File: config.mk
export PLATFORM = sky130hd
export DESIGN_NAME = overlay_pixel_select
export DESIGN_NICKNAME = d
export VERILOG_FILES = /design/src/core/ovl_pkg.sv /design/src/core/span_filter_stage.sv /design/src/core/overlay_pixel_select.sv
export SDC_FILE = /design/constraint.sdc
export NUM_CORES = 1
export LEC_CHECK = 0
export ABC_AREA = 1
export BUFFER_PORTS_ARGS = -buffer_cell sky130_fd_sc_hd__buf_2
export CORE_ASPECT_RATIO = 0.9
export CORE_MARGIN = 10
export CORE_UTILIZATION = 40
export CTS_CLUSTER_SIZE = 40
export DETAILED_ROUTE_END_ITERATION = 8
export HOLD_SLACK_MARGIN = 0.03
export PLACE_DENSITY = 0.66
export SYNTH_ARGS = -nofsm -noshare
export SYNTH_HDL_FRONTEND = slang
export SYNTH_SLANG_ARGS = --single-unit
File: constraint.sdc
create_clock -name clock -period 8.65 [get_ports clock]
set_input_delay 0.4325 -clock clock [delete_from_list [all_inputs] [get_ports clock]]
set_output_delay 0.4325 -clock clock [all_outputs]
set_load 0.01 [all_outputs]
File: src/core/ovl_pkg.sv
// Constants shared by the overlay pixel select block and its filter stage.
// Assumes a single pixel clock domain and a plain strobe register port.
package ovl_pkg;

    // Register word offsets on the plain register port.
    localparam logic [3:0] ADDR_PIXFMT = 4'h0;
    localparam logic [3:0] ADDR_CURSOR = 4'h1;
    localparam logic [3:0] ADDR_RASTOP = 4'h2;
    localparam logic [3:0] ADDR_REFRESH = 4'h3;
    localparam logic [3:0] ADDR_FILTER = 4'h4;

    // Field positions inside the pixel format register.
    localparam int DEPTH_LSB = 0;
    localparam int OCCL_MODE_BIT = 13;
    localparam int FEATURE_BIT = 14;
    // Field positions of the cursor mode and operation registers.
    localparam int CURSOR_LSB = 0;
    localparam int MASK_LSB = 16;
    // Field positions of the filter select register.
    localparam int PRE_FILT_LSB = 0;
    localparam int POST_FILT_LSB = 2;

    // Values after reset.
    localparam logic [31:0] PIXFMT_RST = 32'h0000_0000;
    localparam logic [31:0] RASTOP_RST = 32'h0000_0000;
    localparam logic [1:0] CURSOR_RST = 2'h0;
    localparam logic [3:0] FILTER_RST = 4'h0;
    localparam logic [23:0] REFRESH_RST = 24'h00_0000;

    // Pixel depth codes.
    localparam logic [1:0] DEPTH_8 = 2'h0;
    localparam logic [1:0] DEPTH_16 = 2'h1;
    localparam logic [1:0] DEPTH_32 = 2'h2;

    // Cursor mode and cursor data codes toward the palette.
    localparam logic [1:0] CUR_OFF = 2'h0;
    localparam logic [1:0] CUR_FORCE = 2'h1;
    localparam logic [1:0] CUR_WIN = 2'h2;
    localparam logic [1:0] CDAT_COLOR3 = 2'h3;

    // Colour source toward the palette and DAC.
    typedef enum logic [1:0] {
        LUT_DIRECT = 2'h0,
        LUT_ROM = 2'h1,
        LUT_RAM = 2'h2
    } lut_t;

    // Filter selections.
    typedef enum logic [1:0] {
        FILT_NONE = 2'h0,
        FILT_SMOOTH = 2'h1,
        FILT_SHARP = 2'h2
    } filt_t;

endpackage : ovl_pkg

File: src/core/span_filter_stage.sv
// One three-tap span filter stage with forced pass-through at span ends.
// Assumes the caller presents the left, centre and right neighbours at once.
module span_filter_stage import ovl_pkg::*; (
    input wire logic clock,
    input wire logic rst,
    input wire logic [1:0] mode,
    input wire logic in_valid,
    input wire logic in_first,
    input wire logic in_last,
    input wire logic [7:0] left,
    input wire logic [7:0] center,
    input wire logic [7:0] right,
    output logic out_valid,
    output logic [7:0] out_pixel
);

    logic [8:0] smooth_sum; // Left plus right, carry kept.
    logic signed [11:0] sharp_sum; // Four centre minus both sides.
    logic [7:0] nxt_pixel; // Filtered value before the register.

    // Both arithmetic paths are formed all the time; the mode picks one.
    always_comb begin
        smooth_sum = {1'b0, left} + {1'b0, right};
        sharp_sum = $signed({2'b00, center, 2'b00})
            - $signed({4'h0, left}) - $signed({4'h0, right});
        nxt_pixel = center;
        if (in_first || in_last) begin
            // Span ends have no true neighbour, so they pass untouched.
            nxt_pixel = center;
        end else if (mode == FILT_SMOOTH) begin
            nxt_pixel = smooth_sum[8:1];
        end else if (mode == FILT_SHARP) begin
            // Clamp keeps the sharpened value inside nine bits.
            if (sharp_sum < 0) begin
                nxt_pixel = 8'h00;
            end else if (sharp_sum > 12'sd511) begin
                nxt_pixel = 8'hFF;
            end else begin
                nxt_pixel = sharp_sum[8:1];
            end
        end
    end

    // Output register, one cycle behind the accepted pixel.
    always_ff @(posedge clock or posedge rst) begin
        if (rst) begin
            out_valid <= 1'b0;
            out_pixel <= 8'h00;
        end else begin
            out_valid <= in_valid;
            if (in_valid) begin
                out_pixel <= nxt_pixel;
            end
        end
    end
endmodule : span_filter_stage

File: src/core/overlay_pixel_select.sv
// Overlay selection between the palette path, the cursor and the LUTs.
// Assumes all pixel, span and bus inputs come from logic on the pixel
// clock, and that the palette and DAC sit downstream of the outputs.
//
// Design decisions made here: strobed register access and the register offsets.

module overlay_pixel_select import ovl_pkg::*; (
    input wire logic clock,
    input wire logic rst,
    input wire logic [3:0] reg_addr,
    input wire logic [31:0] reg_wdata,
    input wire logic reg_wr,
    input wire logic reg_rd,
    output logic [31:0] reg_rdata,
    input wire logic frame_start,
    input wire logic pix_valid,
    input wire logic occl_bit,
    input wire logic [1:0] cursor_data,
    input wire logic [31:0] fb_word,
    output logic pix_out_valid,
    output logic [1:0] dac_cur_mode,
    output logic [1:0] dac_cur_data,
    output lut_t lut_sel,
    output logic [7:0] lut_index,
    output logic [23:0] direct_rgb,
    input wire logic pre_valid,
    input wire logic pre_first,
    input wire logic pre_last,
    input wire logic [7:0] pre_left,
    input wire logic [7:0] pre_center,
    input wire logic [7:0] pre_right,
    output logic pre_out_valid,
    output logic [7:0] pre_out_pixel,
    input wire logic post_valid,
    input wire logic post_first,
    input wire logic post_last,
    input wire logic [7:0] post_left,
    input wire logic [7:0] post_center,
    input wire logic [7:0] post_right,
    output logic post_out_valid,
    output logic [7:0] post_out_pixel,
    input wire logic vid_wr_valid,
    input wire logic [7:0] vid_wr_index,
    output logic mem_wr_en,
    output logic [3:0] mem_wr_be,
    output logic [31:0] mem_wr_data
);

    logic [31:0] video_pixel_format_reg_ff; // Depth, occlusion, feature.
    logic [1:0] cursor_mode_reg_ff; // Programmed cursor mode.
    logic [31:0] raster_operation_reg_ff; // Holds the byte mask.
    logic [3:0] filter_ff; // Pre and post filter selections.
    logic [23:0] refresh_address_readback_ff; // Live refresh address.
    logic [31:0] rdata_ff; // Read data, valid one cycle after reg_rd.
    logic [1:0] cur_mode_ff;
    logic [1:0] cur_data_ff;
    lut_t lut_sel_ff;
    logic [7:0] lut_index_ff;
    logic [23:0] direct_rgb_ff;
    logic pix_out_valid_ff;
    logic mem_wr_en_ff;
    logic [3:0] mem_wr_be_ff;
    logic [31:0] mem_wr_data_ff;

    logic [1:0] depth; // Current pixel depth code.
    logic feature_pre; // Pixels leave before the palette.
    logic mono_on; // Monochrome overlay is in force.
    logic ovl8_on; // Eight-bit overlay in a deep buffer.
    logic [7:0] ovl_byte; // Overlay byte of the pixel.
    logic [7:0] rom_byte; // ROM palette index of the pixel.
    logic [1:0] nxt_cur_mode;
    logic [1:0] nxt_cur_data;
    lut_t nxt_lut_sel;
    logic [7:0] nxt_lut_index;
    logic [23:0] nxt_direct_rgb;

    // Register write decode, used for every register in the one write process.
    function automatic logic wr_hit(input logic [3:0] addr,
                                    input logic [3:0] target,
                                    input logic wr);
        wr_hit = wr && (addr == target);
    endfunction : wr_hit

    assign depth = video_pixel_format_reg_ff[DEPTH_LSB +: 2];
    assign feature_pre = video_pixel_format_reg_ff[FEATURE_BIT];
    // The overlay is only legal with the cursor off or in window mode,
    // so any other programmed mode simply leaves the overlay inactive.
    assign mono_on = video_pixel_format_reg_ff[OCCL_MODE_BIT]
        && (cursor_mode_reg_ff == CUR_OFF
            || cursor_mode_reg_ff == CUR_WIN)
        && !feature_pre;
    assign ovl8_on = (depth == DEPTH_16 || depth == DEPTH_32) && !mono_on;
    // Both deep depths keep the overlay in bits 15:8, the index in 7:0.
    assign ovl_byte = fb_word[15:8];
    assign rom_byte = fb_word[7:0];

    // Software-written configuration registers.
    always_ff @(posedge clock or posedge rst) begin
        if (rst) begin
            video_pixel_format_reg_ff <= PIXFMT_RST;
            cursor_mode_reg_ff <= CURSOR_RST;
            raster_operation_reg_ff <= RASTOP_RST;
            filter_ff <= FILTER_RST;
        end else begin
            if (wr_hit(reg_addr, ADDR_PIXFMT, reg_wr)) begin
                video_pixel_format_reg_ff <= reg_wdata;
            end
            if (wr_hit(reg_addr, ADDR_CURSOR, reg_wr)) begin
                cursor_mode_reg_ff <= reg_wdata[CURSOR_LSB +: 2];
            end
            if (wr_hit(reg_addr, ADDR_RASTOP, reg_wr)) begin
                raster_operation_reg_ff <= reg_wdata;
            end
            if (wr_hit(reg_addr, ADDR_FILTER, reg_wr)) begin
                filter_ff <= reg_wdata[3:0];
            end
        end
    end

    // Refresh address counter, restarted at each frame.
    always_ff @(posedge clock or posedge rst) begin
        if (rst) begin
            refresh_address_readback_ff <= REFRESH_RST;
        end else if (frame_start) begin
            refresh_address_readback_ff <= REFRESH_RST;
        end else if (pix_valid) begin
            refresh_address_readback_ff <=
                refresh_address_readback_ff + 24'h00_0001;
        end
    end

    // Read port. Every read answers in the next cycle; the refresh
    // address is the live counter, so it never waits for an idle engine.
    always_ff @(posedge clock or posedge rst) begin
        if (rst) begin
            rdata_ff <= 32'h0000_0000;
        end else if (reg_rd) begin
            unique case (reg_addr)
                ADDR_PIXFMT: rdata_ff <= video_pixel_format_reg_ff;
                ADDR_CURSOR: rdata_ff <= {30'h0, cursor_mode_reg_ff};
                ADDR_RASTOP: rdata_ff <= raster_operation_reg_ff;
                ADDR_REFRESH: begin
                    rdata_ff <= {8'h00, refresh_address_readback_ff};
                end
                ADDR_FILTER: rdata_ff <= {28'h0, filter_ff};
                // Unmapped offsets read as zero.
                default: rdata_ff <= 32'h0000_0000;
            endcase
        end else begin
            rdata_ff <= 32'h0000_0000;
        end
    end
    assign reg_rdata = rdata_ff;

    // Cursor code toward the palette; the merge acts on what the
    // palette and DAC receive, never on the pre-palette feature stream.
    always_comb begin
        nxt_cur_mode = cursor_mode_reg_ff;
        nxt_cur_data = cursor_data;
        if (mono_on && cursor_mode_reg_ff == CUR_OFF) begin
            if (occl_bit) begin
                nxt_cur_mode = CUR_FORCE;
                nxt_cur_data = CDAT_COLOR3;
            end else begin
                nxt_cur_mode = CUR_OFF;
            end
        end else if (mono_on) begin
            // Window cursor: codes 0 and 1 always win over the overlay; 2 and 3 give way to it.
            if (cursor_data[1] && occl_bit) begin
                nxt_cur_mode = CUR_FORCE;
                nxt_cur_data = CDAT_COLOR3;
            end else begin
                nxt_cur_mode = CUR_WIN;
                nxt_cur_data = cursor_data;
            end
        end
    end

    // Colour source selection for the pixel.
    always_comb begin
        nxt_lut_sel = LUT_RAM;
        nxt_lut_index = fb_word[7:0];
        nxt_direct_rgb = 24'h00_0000;
        if (mono_on) begin
            // One shared LUT; occlusion now means overlay, not table.
            nxt_lut_sel = LUT_RAM;
        end else if (ovl8_on && occl_bit && ovl_byte == 8'h00) begin
            nxt_lut_sel = LUT_ROM;
            nxt_lut_index = rom_byte;
        end else if (ovl8_on && occl_bit) begin
            nxt_lut_sel = LUT_RAM;
            nxt_lut_index = ovl_byte;
        end else if (ovl8_on) begin
            nxt_lut_sel = LUT_DIRECT;
            if (depth == DEPTH_16) begin
                // Widen 5:6:5 by repeating the top bits.
                nxt_direct_rgb = {fb_word[15:11], fb_word[15:13],
                    fb_word[10:5], fb_word[10:9],
                    fb_word[4:0], fb_word[4:2]};
            end else begin
                nxt_direct_rgb = fb_word[23:0];
            end
        end else if (occl_bit) begin
            // Plain 8-bpp: occlusion picks the ROM table inside.
            nxt_lut_sel = LUT_ROM;
        end
    end

    // Pixel output registers toward the palette and DAC.
    always_ff @(posedge clock or posedge rst) begin
        if (rst) begin
            pix_out_valid_ff <= 1'b0;
            cur_mode_ff <= CUR_OFF;
            cur_data_ff <= 2'h0;
            lut_sel_ff <= LUT_DIRECT;
            lut_index_ff <= 8'h00;
            direct_rgb_ff <= 24'h00_0000;
        end else begin
            pix_out_valid_ff <= pix_valid;
            if (pix_valid) begin
                cur_mode_ff <= nxt_cur_mode;
                cur_data_ff <= nxt_cur_data;
                lut_sel_ff <= nxt_lut_sel;
                lut_index_ff <= nxt_lut_index;
                direct_rgb_ff <= nxt_direct_rgb;
            end
        end
    end
    assign pix_out_valid = pix_out_valid_ff;
    assign dac_cur_mode = cur_mode_ff;
    assign dac_cur_data = cur_data_ff;
    assign lut_sel = lut_sel_ff;
    assign lut_index = lut_index_ff;
    assign direct_rgb = direct_rgb_ff;

    // Video pipeline writes: the index is copied to every lane and only
    // masked lanes are enabled, so the controller never reads back.
    always_ff @(posedge clock or posedge rst) begin
        if (rst) begin
            mem_wr_en_ff <= 1'b0;
            mem_wr_be_ff <= 4'h0;
            mem_wr_data_ff <= 32'h0000_0000;
        end else begin
            mem_wr_en_ff <= vid_wr_valid;
            if (vid_wr_valid) begin
                mem_wr_be_ff <= raster_operation_reg_ff[MASK_LSB +: 4];
                mem_wr_data_ff <= {4{vid_wr_index}};
            end
        end
    end
    assign mem_wr_en = mem_wr_en_ff;
    assign mem_wr_be = mem_wr_be_ff;
    assign mem_wr_data = mem_wr_data_ff;

    // Prescaling filter on the trimmed source span.
    span_filter_stage pre_filter (
        .clock(clock),
        .rst(rst),
        .mode(filter_ff[PRE_FILT_LSB +: 2]),
        .in_valid(pre_valid),
        .in_first(pre_first),
        .in_last(pre_last),
        .left(pre_left),
        .center(pre_center),
        .right(pre_right),
        .out_valid(pre_out_valid),
        .out_pixel(pre_out_pixel)
    );

    // Postscaling filter on the scaled span before the draw count.
    span_filter_stage post_filter (
        .clock(clock),
        .rst(rst),
        .mode(filter_ff[POST_FILT_LSB +: 2]),
        .in_valid(post_valid),
        .in_first(post_first),
        .in_last(post_last),
        .left(post_left),
        .center(post_center),
        .right(post_right),
        .out_valid(post_out_valid),
        .out_pixel(post_out_pixel)
    );
endmodule : overlay_pixel_select

==> flow_metrics.env <==
export IMPL_vias_per_cell=4.97
export IMPL_setup_viol=0
export IMPL_endpoint_kind="register"
export IMPL_finClkSkew_ps=11.9
export IMPL_first_global_vias=10200
export IMPL_power_density_cell_area_nw_per_um2=191
export IMPL_r2r_worst_path_cells=6
export IMPL_status="completed"
export IMPL_ys_seq_area_frac=0.430
export IMPL_worstPathArrival_ps=3220
export IMPL_cpMostUsedCell="nand2_1"
export IMPL_synth_edf_count=0
export IMPL_grt_pass1_wl_um=53300
export IMPL_synth_top_area_share=0.430
export IMPL_cp_max_fo=8
export IMPL_fin_nets=1901
export IMPL_final_cell_area_um2=13500
export IMPL_dp_hpwl_um=24700
export IMPL_ios=266
export IMPL_crit_type="primary input to register"
export IMPL_cpMaxStageDelayCell="ha_1"
export IMPL_cp_slowest_stage_delay_ps=360
export IMPL_path_cells="buf_2 -> inv_1 -> ha_1 -> nand2_1 -> nor2_1 -> nor2_1 -> nand2_1 -> a31oi_1 -> xnor2_1 -> ha_1 -> nand2_1 -> inv_1 -> nand2_1 -> nand2_1 -> a21oi_1 -> nand3_1 -> nand2_1 -> nand3_2 -> nand2_1 -> nand2_1 -> nand2_1 -> nand2_1 -> a21oi_1"
export IMPL_timing_final_crit_share=0.331
export IMPL_die_area_um2=35700
export IMPL_dpl_cell_count=2050
export IMPL_dr_pass1_iters=5
export IMPL_portBuffers=257
export IMPL_post_synth_top_area_cell="dfrtp_1"
export IMPL_grt_max_degree=132
export IMPL_drcViolationCount=0
export IMPL_layout_common_cells="nand2_1, buf_2, inv_1, dfrtp_1, a21oi_1"
export IMPL_p_leak_nw=7.23
export IMPL_dieWidth_um=198
export IMPL_num_rows=58
export IMPL_clock_latency_ps=440
export IMPL_tritoncts="built"
export IMPL_drtIter0Drc=761
export IMPL_gp_congestion=0.910
export IMPL_clock_sinks=196
export IMPL_cts_max_path_buffers=2
export IMPL_netlist_instances=1494
export IMPL_cp_required_ps=9010
export IMPL_timing_rr_end="direct_rgb[5]"
export IMPL_gr_total_overflow=0
export IMPL_period_needed_ps=2870
export IMPL_min_path_type="primary input to async pin"
export IMPL_async_flop_share=1.00
export IMPL_endpoint="pre_filter.out_pixel[0]"
export IMPL_cts_setup_buffers=0
export IMPL_max_cap_viol_count=0
export IMPL_root_buffer="clkbuf_16"
export IMPL_wl_per_cell_um=15.7
export IMPL_worstSetupStartpoint="pre_left[4]"
export IMPL_die_h_um=180
export IMPL_drtAntennaViolNets=0
export IMPL_routed_wl_um=32800
export IMPL_antenna_found_initial=8
export IMPL_ctsResizeCount=0
export IMPL_core_area_um2=28000
export IMPL_floorplan_initialDensity=0.408
export IMPL_syn_avg_cell_area_um2=7.64
export IMPL_start_kind="primary input"
export IMPL_ctsHoldBuffers=0
export IMPL_r2r_start="video_pixel_format_reg_ff[1]"
export IMPL_netlist_top_cells_area="dfrtp_1, nand2_1, inv_1"
export IMPL_ys_flop_type="dfrtp_1"
export IMPL_clkSlewWorstSetupHoldPaths_ps=70
export IMPL_max_freq_mhz=349
export IMPL_syn_num_nets=1686
export IMPL_drive_gt1_frac=0.198
export IMPL_ir_drop_mv=0.137
export IMPL_vias=10400
export IMPL_grt_usage=0.183
export IMPL_utilization=0.481
export IMPL_worst_pin_slew_ps=1090
export IMPL_r2r_slack_ps=6160
export IMPL_fin_setup_tns_ps=0
export IMPL_cts_max_level=4
export IMPL_layout_cells_most_common="nand2_1"
export IMPL_fin_hold_ws_ps=174
export IMPL_areaGrowthSynthToFinish_pct=17.9
export IMPL_fin_cells=2087
export IMPL_syn_area_um2=11400
export IMPL_rsz0062_at_grt="false"
export IMPL_yosys_warnings=0
export IMPL_slew_headroom=0.267
export IMPL_ys_ff_latch=196
export IMPL_hold_viol_final=0
export IMPL_synth_cell_types=46
export IMPL_dpl_cell_area_um2=12900
export IMPL_cts_inserted_buffers=17
export IMPL_slew_viol_final=0
-- sequential cells by signal, indices dropped and copies added, names as in the netlist, 8 cells and up --
register	cells
direct_rgb	24
lut_index	8
raster_operation_reg_ff	32
refresh_address_readback_ff	24
pre_filter.out_pixel	8
video_pixel_format_reg_ff	32
post_filter.out_pixel	8
reg_rdata	32
mem_wr_data	8
-- power breakdown --
part	switching (mW)	internal (mW)	leakage [nW]	total, mW
Clock	0.366	0.435	0.278	0.800
Sequential	0.0672	1.03	2.53	1.10
Combinational	0.415	0.255	4.43	0.671
-- worst min path at each step --
stage	from	end	slack [ps]	depth (start not counted)
after global placement	direct_rgb[18]	direct_rgb[18]	460	2
after detailed placement	direct_rgb[6]	direct_rgb[6]	470	2
final	rst	mem_wr_en	170	2
after floorplan	video_pixel_format_reg_ff[13]	video_pixel_format_reg_ff[13]	450	2
after global routing	pre_valid	pre_filter.out_valid	190	1
after CTS	pre_valid	pre_filter.out_valid	190	1
-- worst max-delay path, delay by kind of cell --
| kind | cells | cell delay [ps] |
|---|---|---|
| compound gates | 3 | 520 |
| xor+xnor | 1 | 160 |
| fa+ha+maj | 2 | 660 |
| buf+inv | 3 | 200 |
| simple gates | 14 | 1230 |
-- metal layers --
metal	share of wire	vias up	GRT usage
met5	0.00064	-	0
met1	0.47	4825	0.251
li1	-	5200	-
met3	0.085	26	0.0652
met2	0.43	317	0.271
met4	0.011	4	0.0378
-- cell families (layout without fill, tap and decap cells) --
logic type / count (synthesis) / in the layout / synth area share
AO/OA/AOI/OAI: 304 / 304 / 0.146
adder cells (fa/ha/maj): 52 / 52 / 0.0596
AND/OR/NAND/NOR: 602 / 602 / 0.219
buffers and inverters: 289 / 516 / 0.103
XOR/XNOR: 31 / 31 / 0.0238
flip-flops: 196 / 196 / 0.430
multiplexers: 20 / 20 / 0.0188
other: 0 / 6 / 0
-- per-stage QoR --
step	total power [mW]	setup slack, ps
after floorplan	1.57	2880
after global placement	1.78	5370
after detailed placement	1.79	5350
after CTS	2.60	5800
after global routing	2.74	5480
final	2.57	5780
-- final cells by class --
class	count	area (µm²)
well taps	360	450
inverters	223	845
multi-input cells	1009	5350
clock buffers	20	447
fillers	2827	14600
diodes	6	15.0
flip-flops and latches	196	4900
clock inverters	11	128
repair buffers	262	1320
-- synth_stat cells (2+ instances only) --
cell       count
or2_2          2
a221oi_1       5
nand3_1       37
dfrtp_1      196
inv_1        218
fa_1           4
nand2_1      426
buf_4         24
nor4_1         5
o31ai_1        2
a21o_1         2
nor3_1        18
ha_1          48
o22ai_1        3
nand2_2        5
o21ai_1        2
xnor2_1        9
and2_4         2
o2111ai_1      2
nor2_4         2
a21oi_1      133
a21boi_0       2
buf_2          3
nand4_1        5
o211ai_1      18
nand3b_1       4
o21ai_2        2
nand3_2        7
nor2_1        78
o21ai_0      115
a31oi_1        8
o21a_1         3
clkinv_1       5
nor3_2         2
a21oi_2        4
mux2_2        12
clkbuf_1      35
nor2_2         6
xor2_1        22
mux2i_1        8
buf_1          4
or2_1          2
Note: power is estimated with default switching activity, not from simulation.
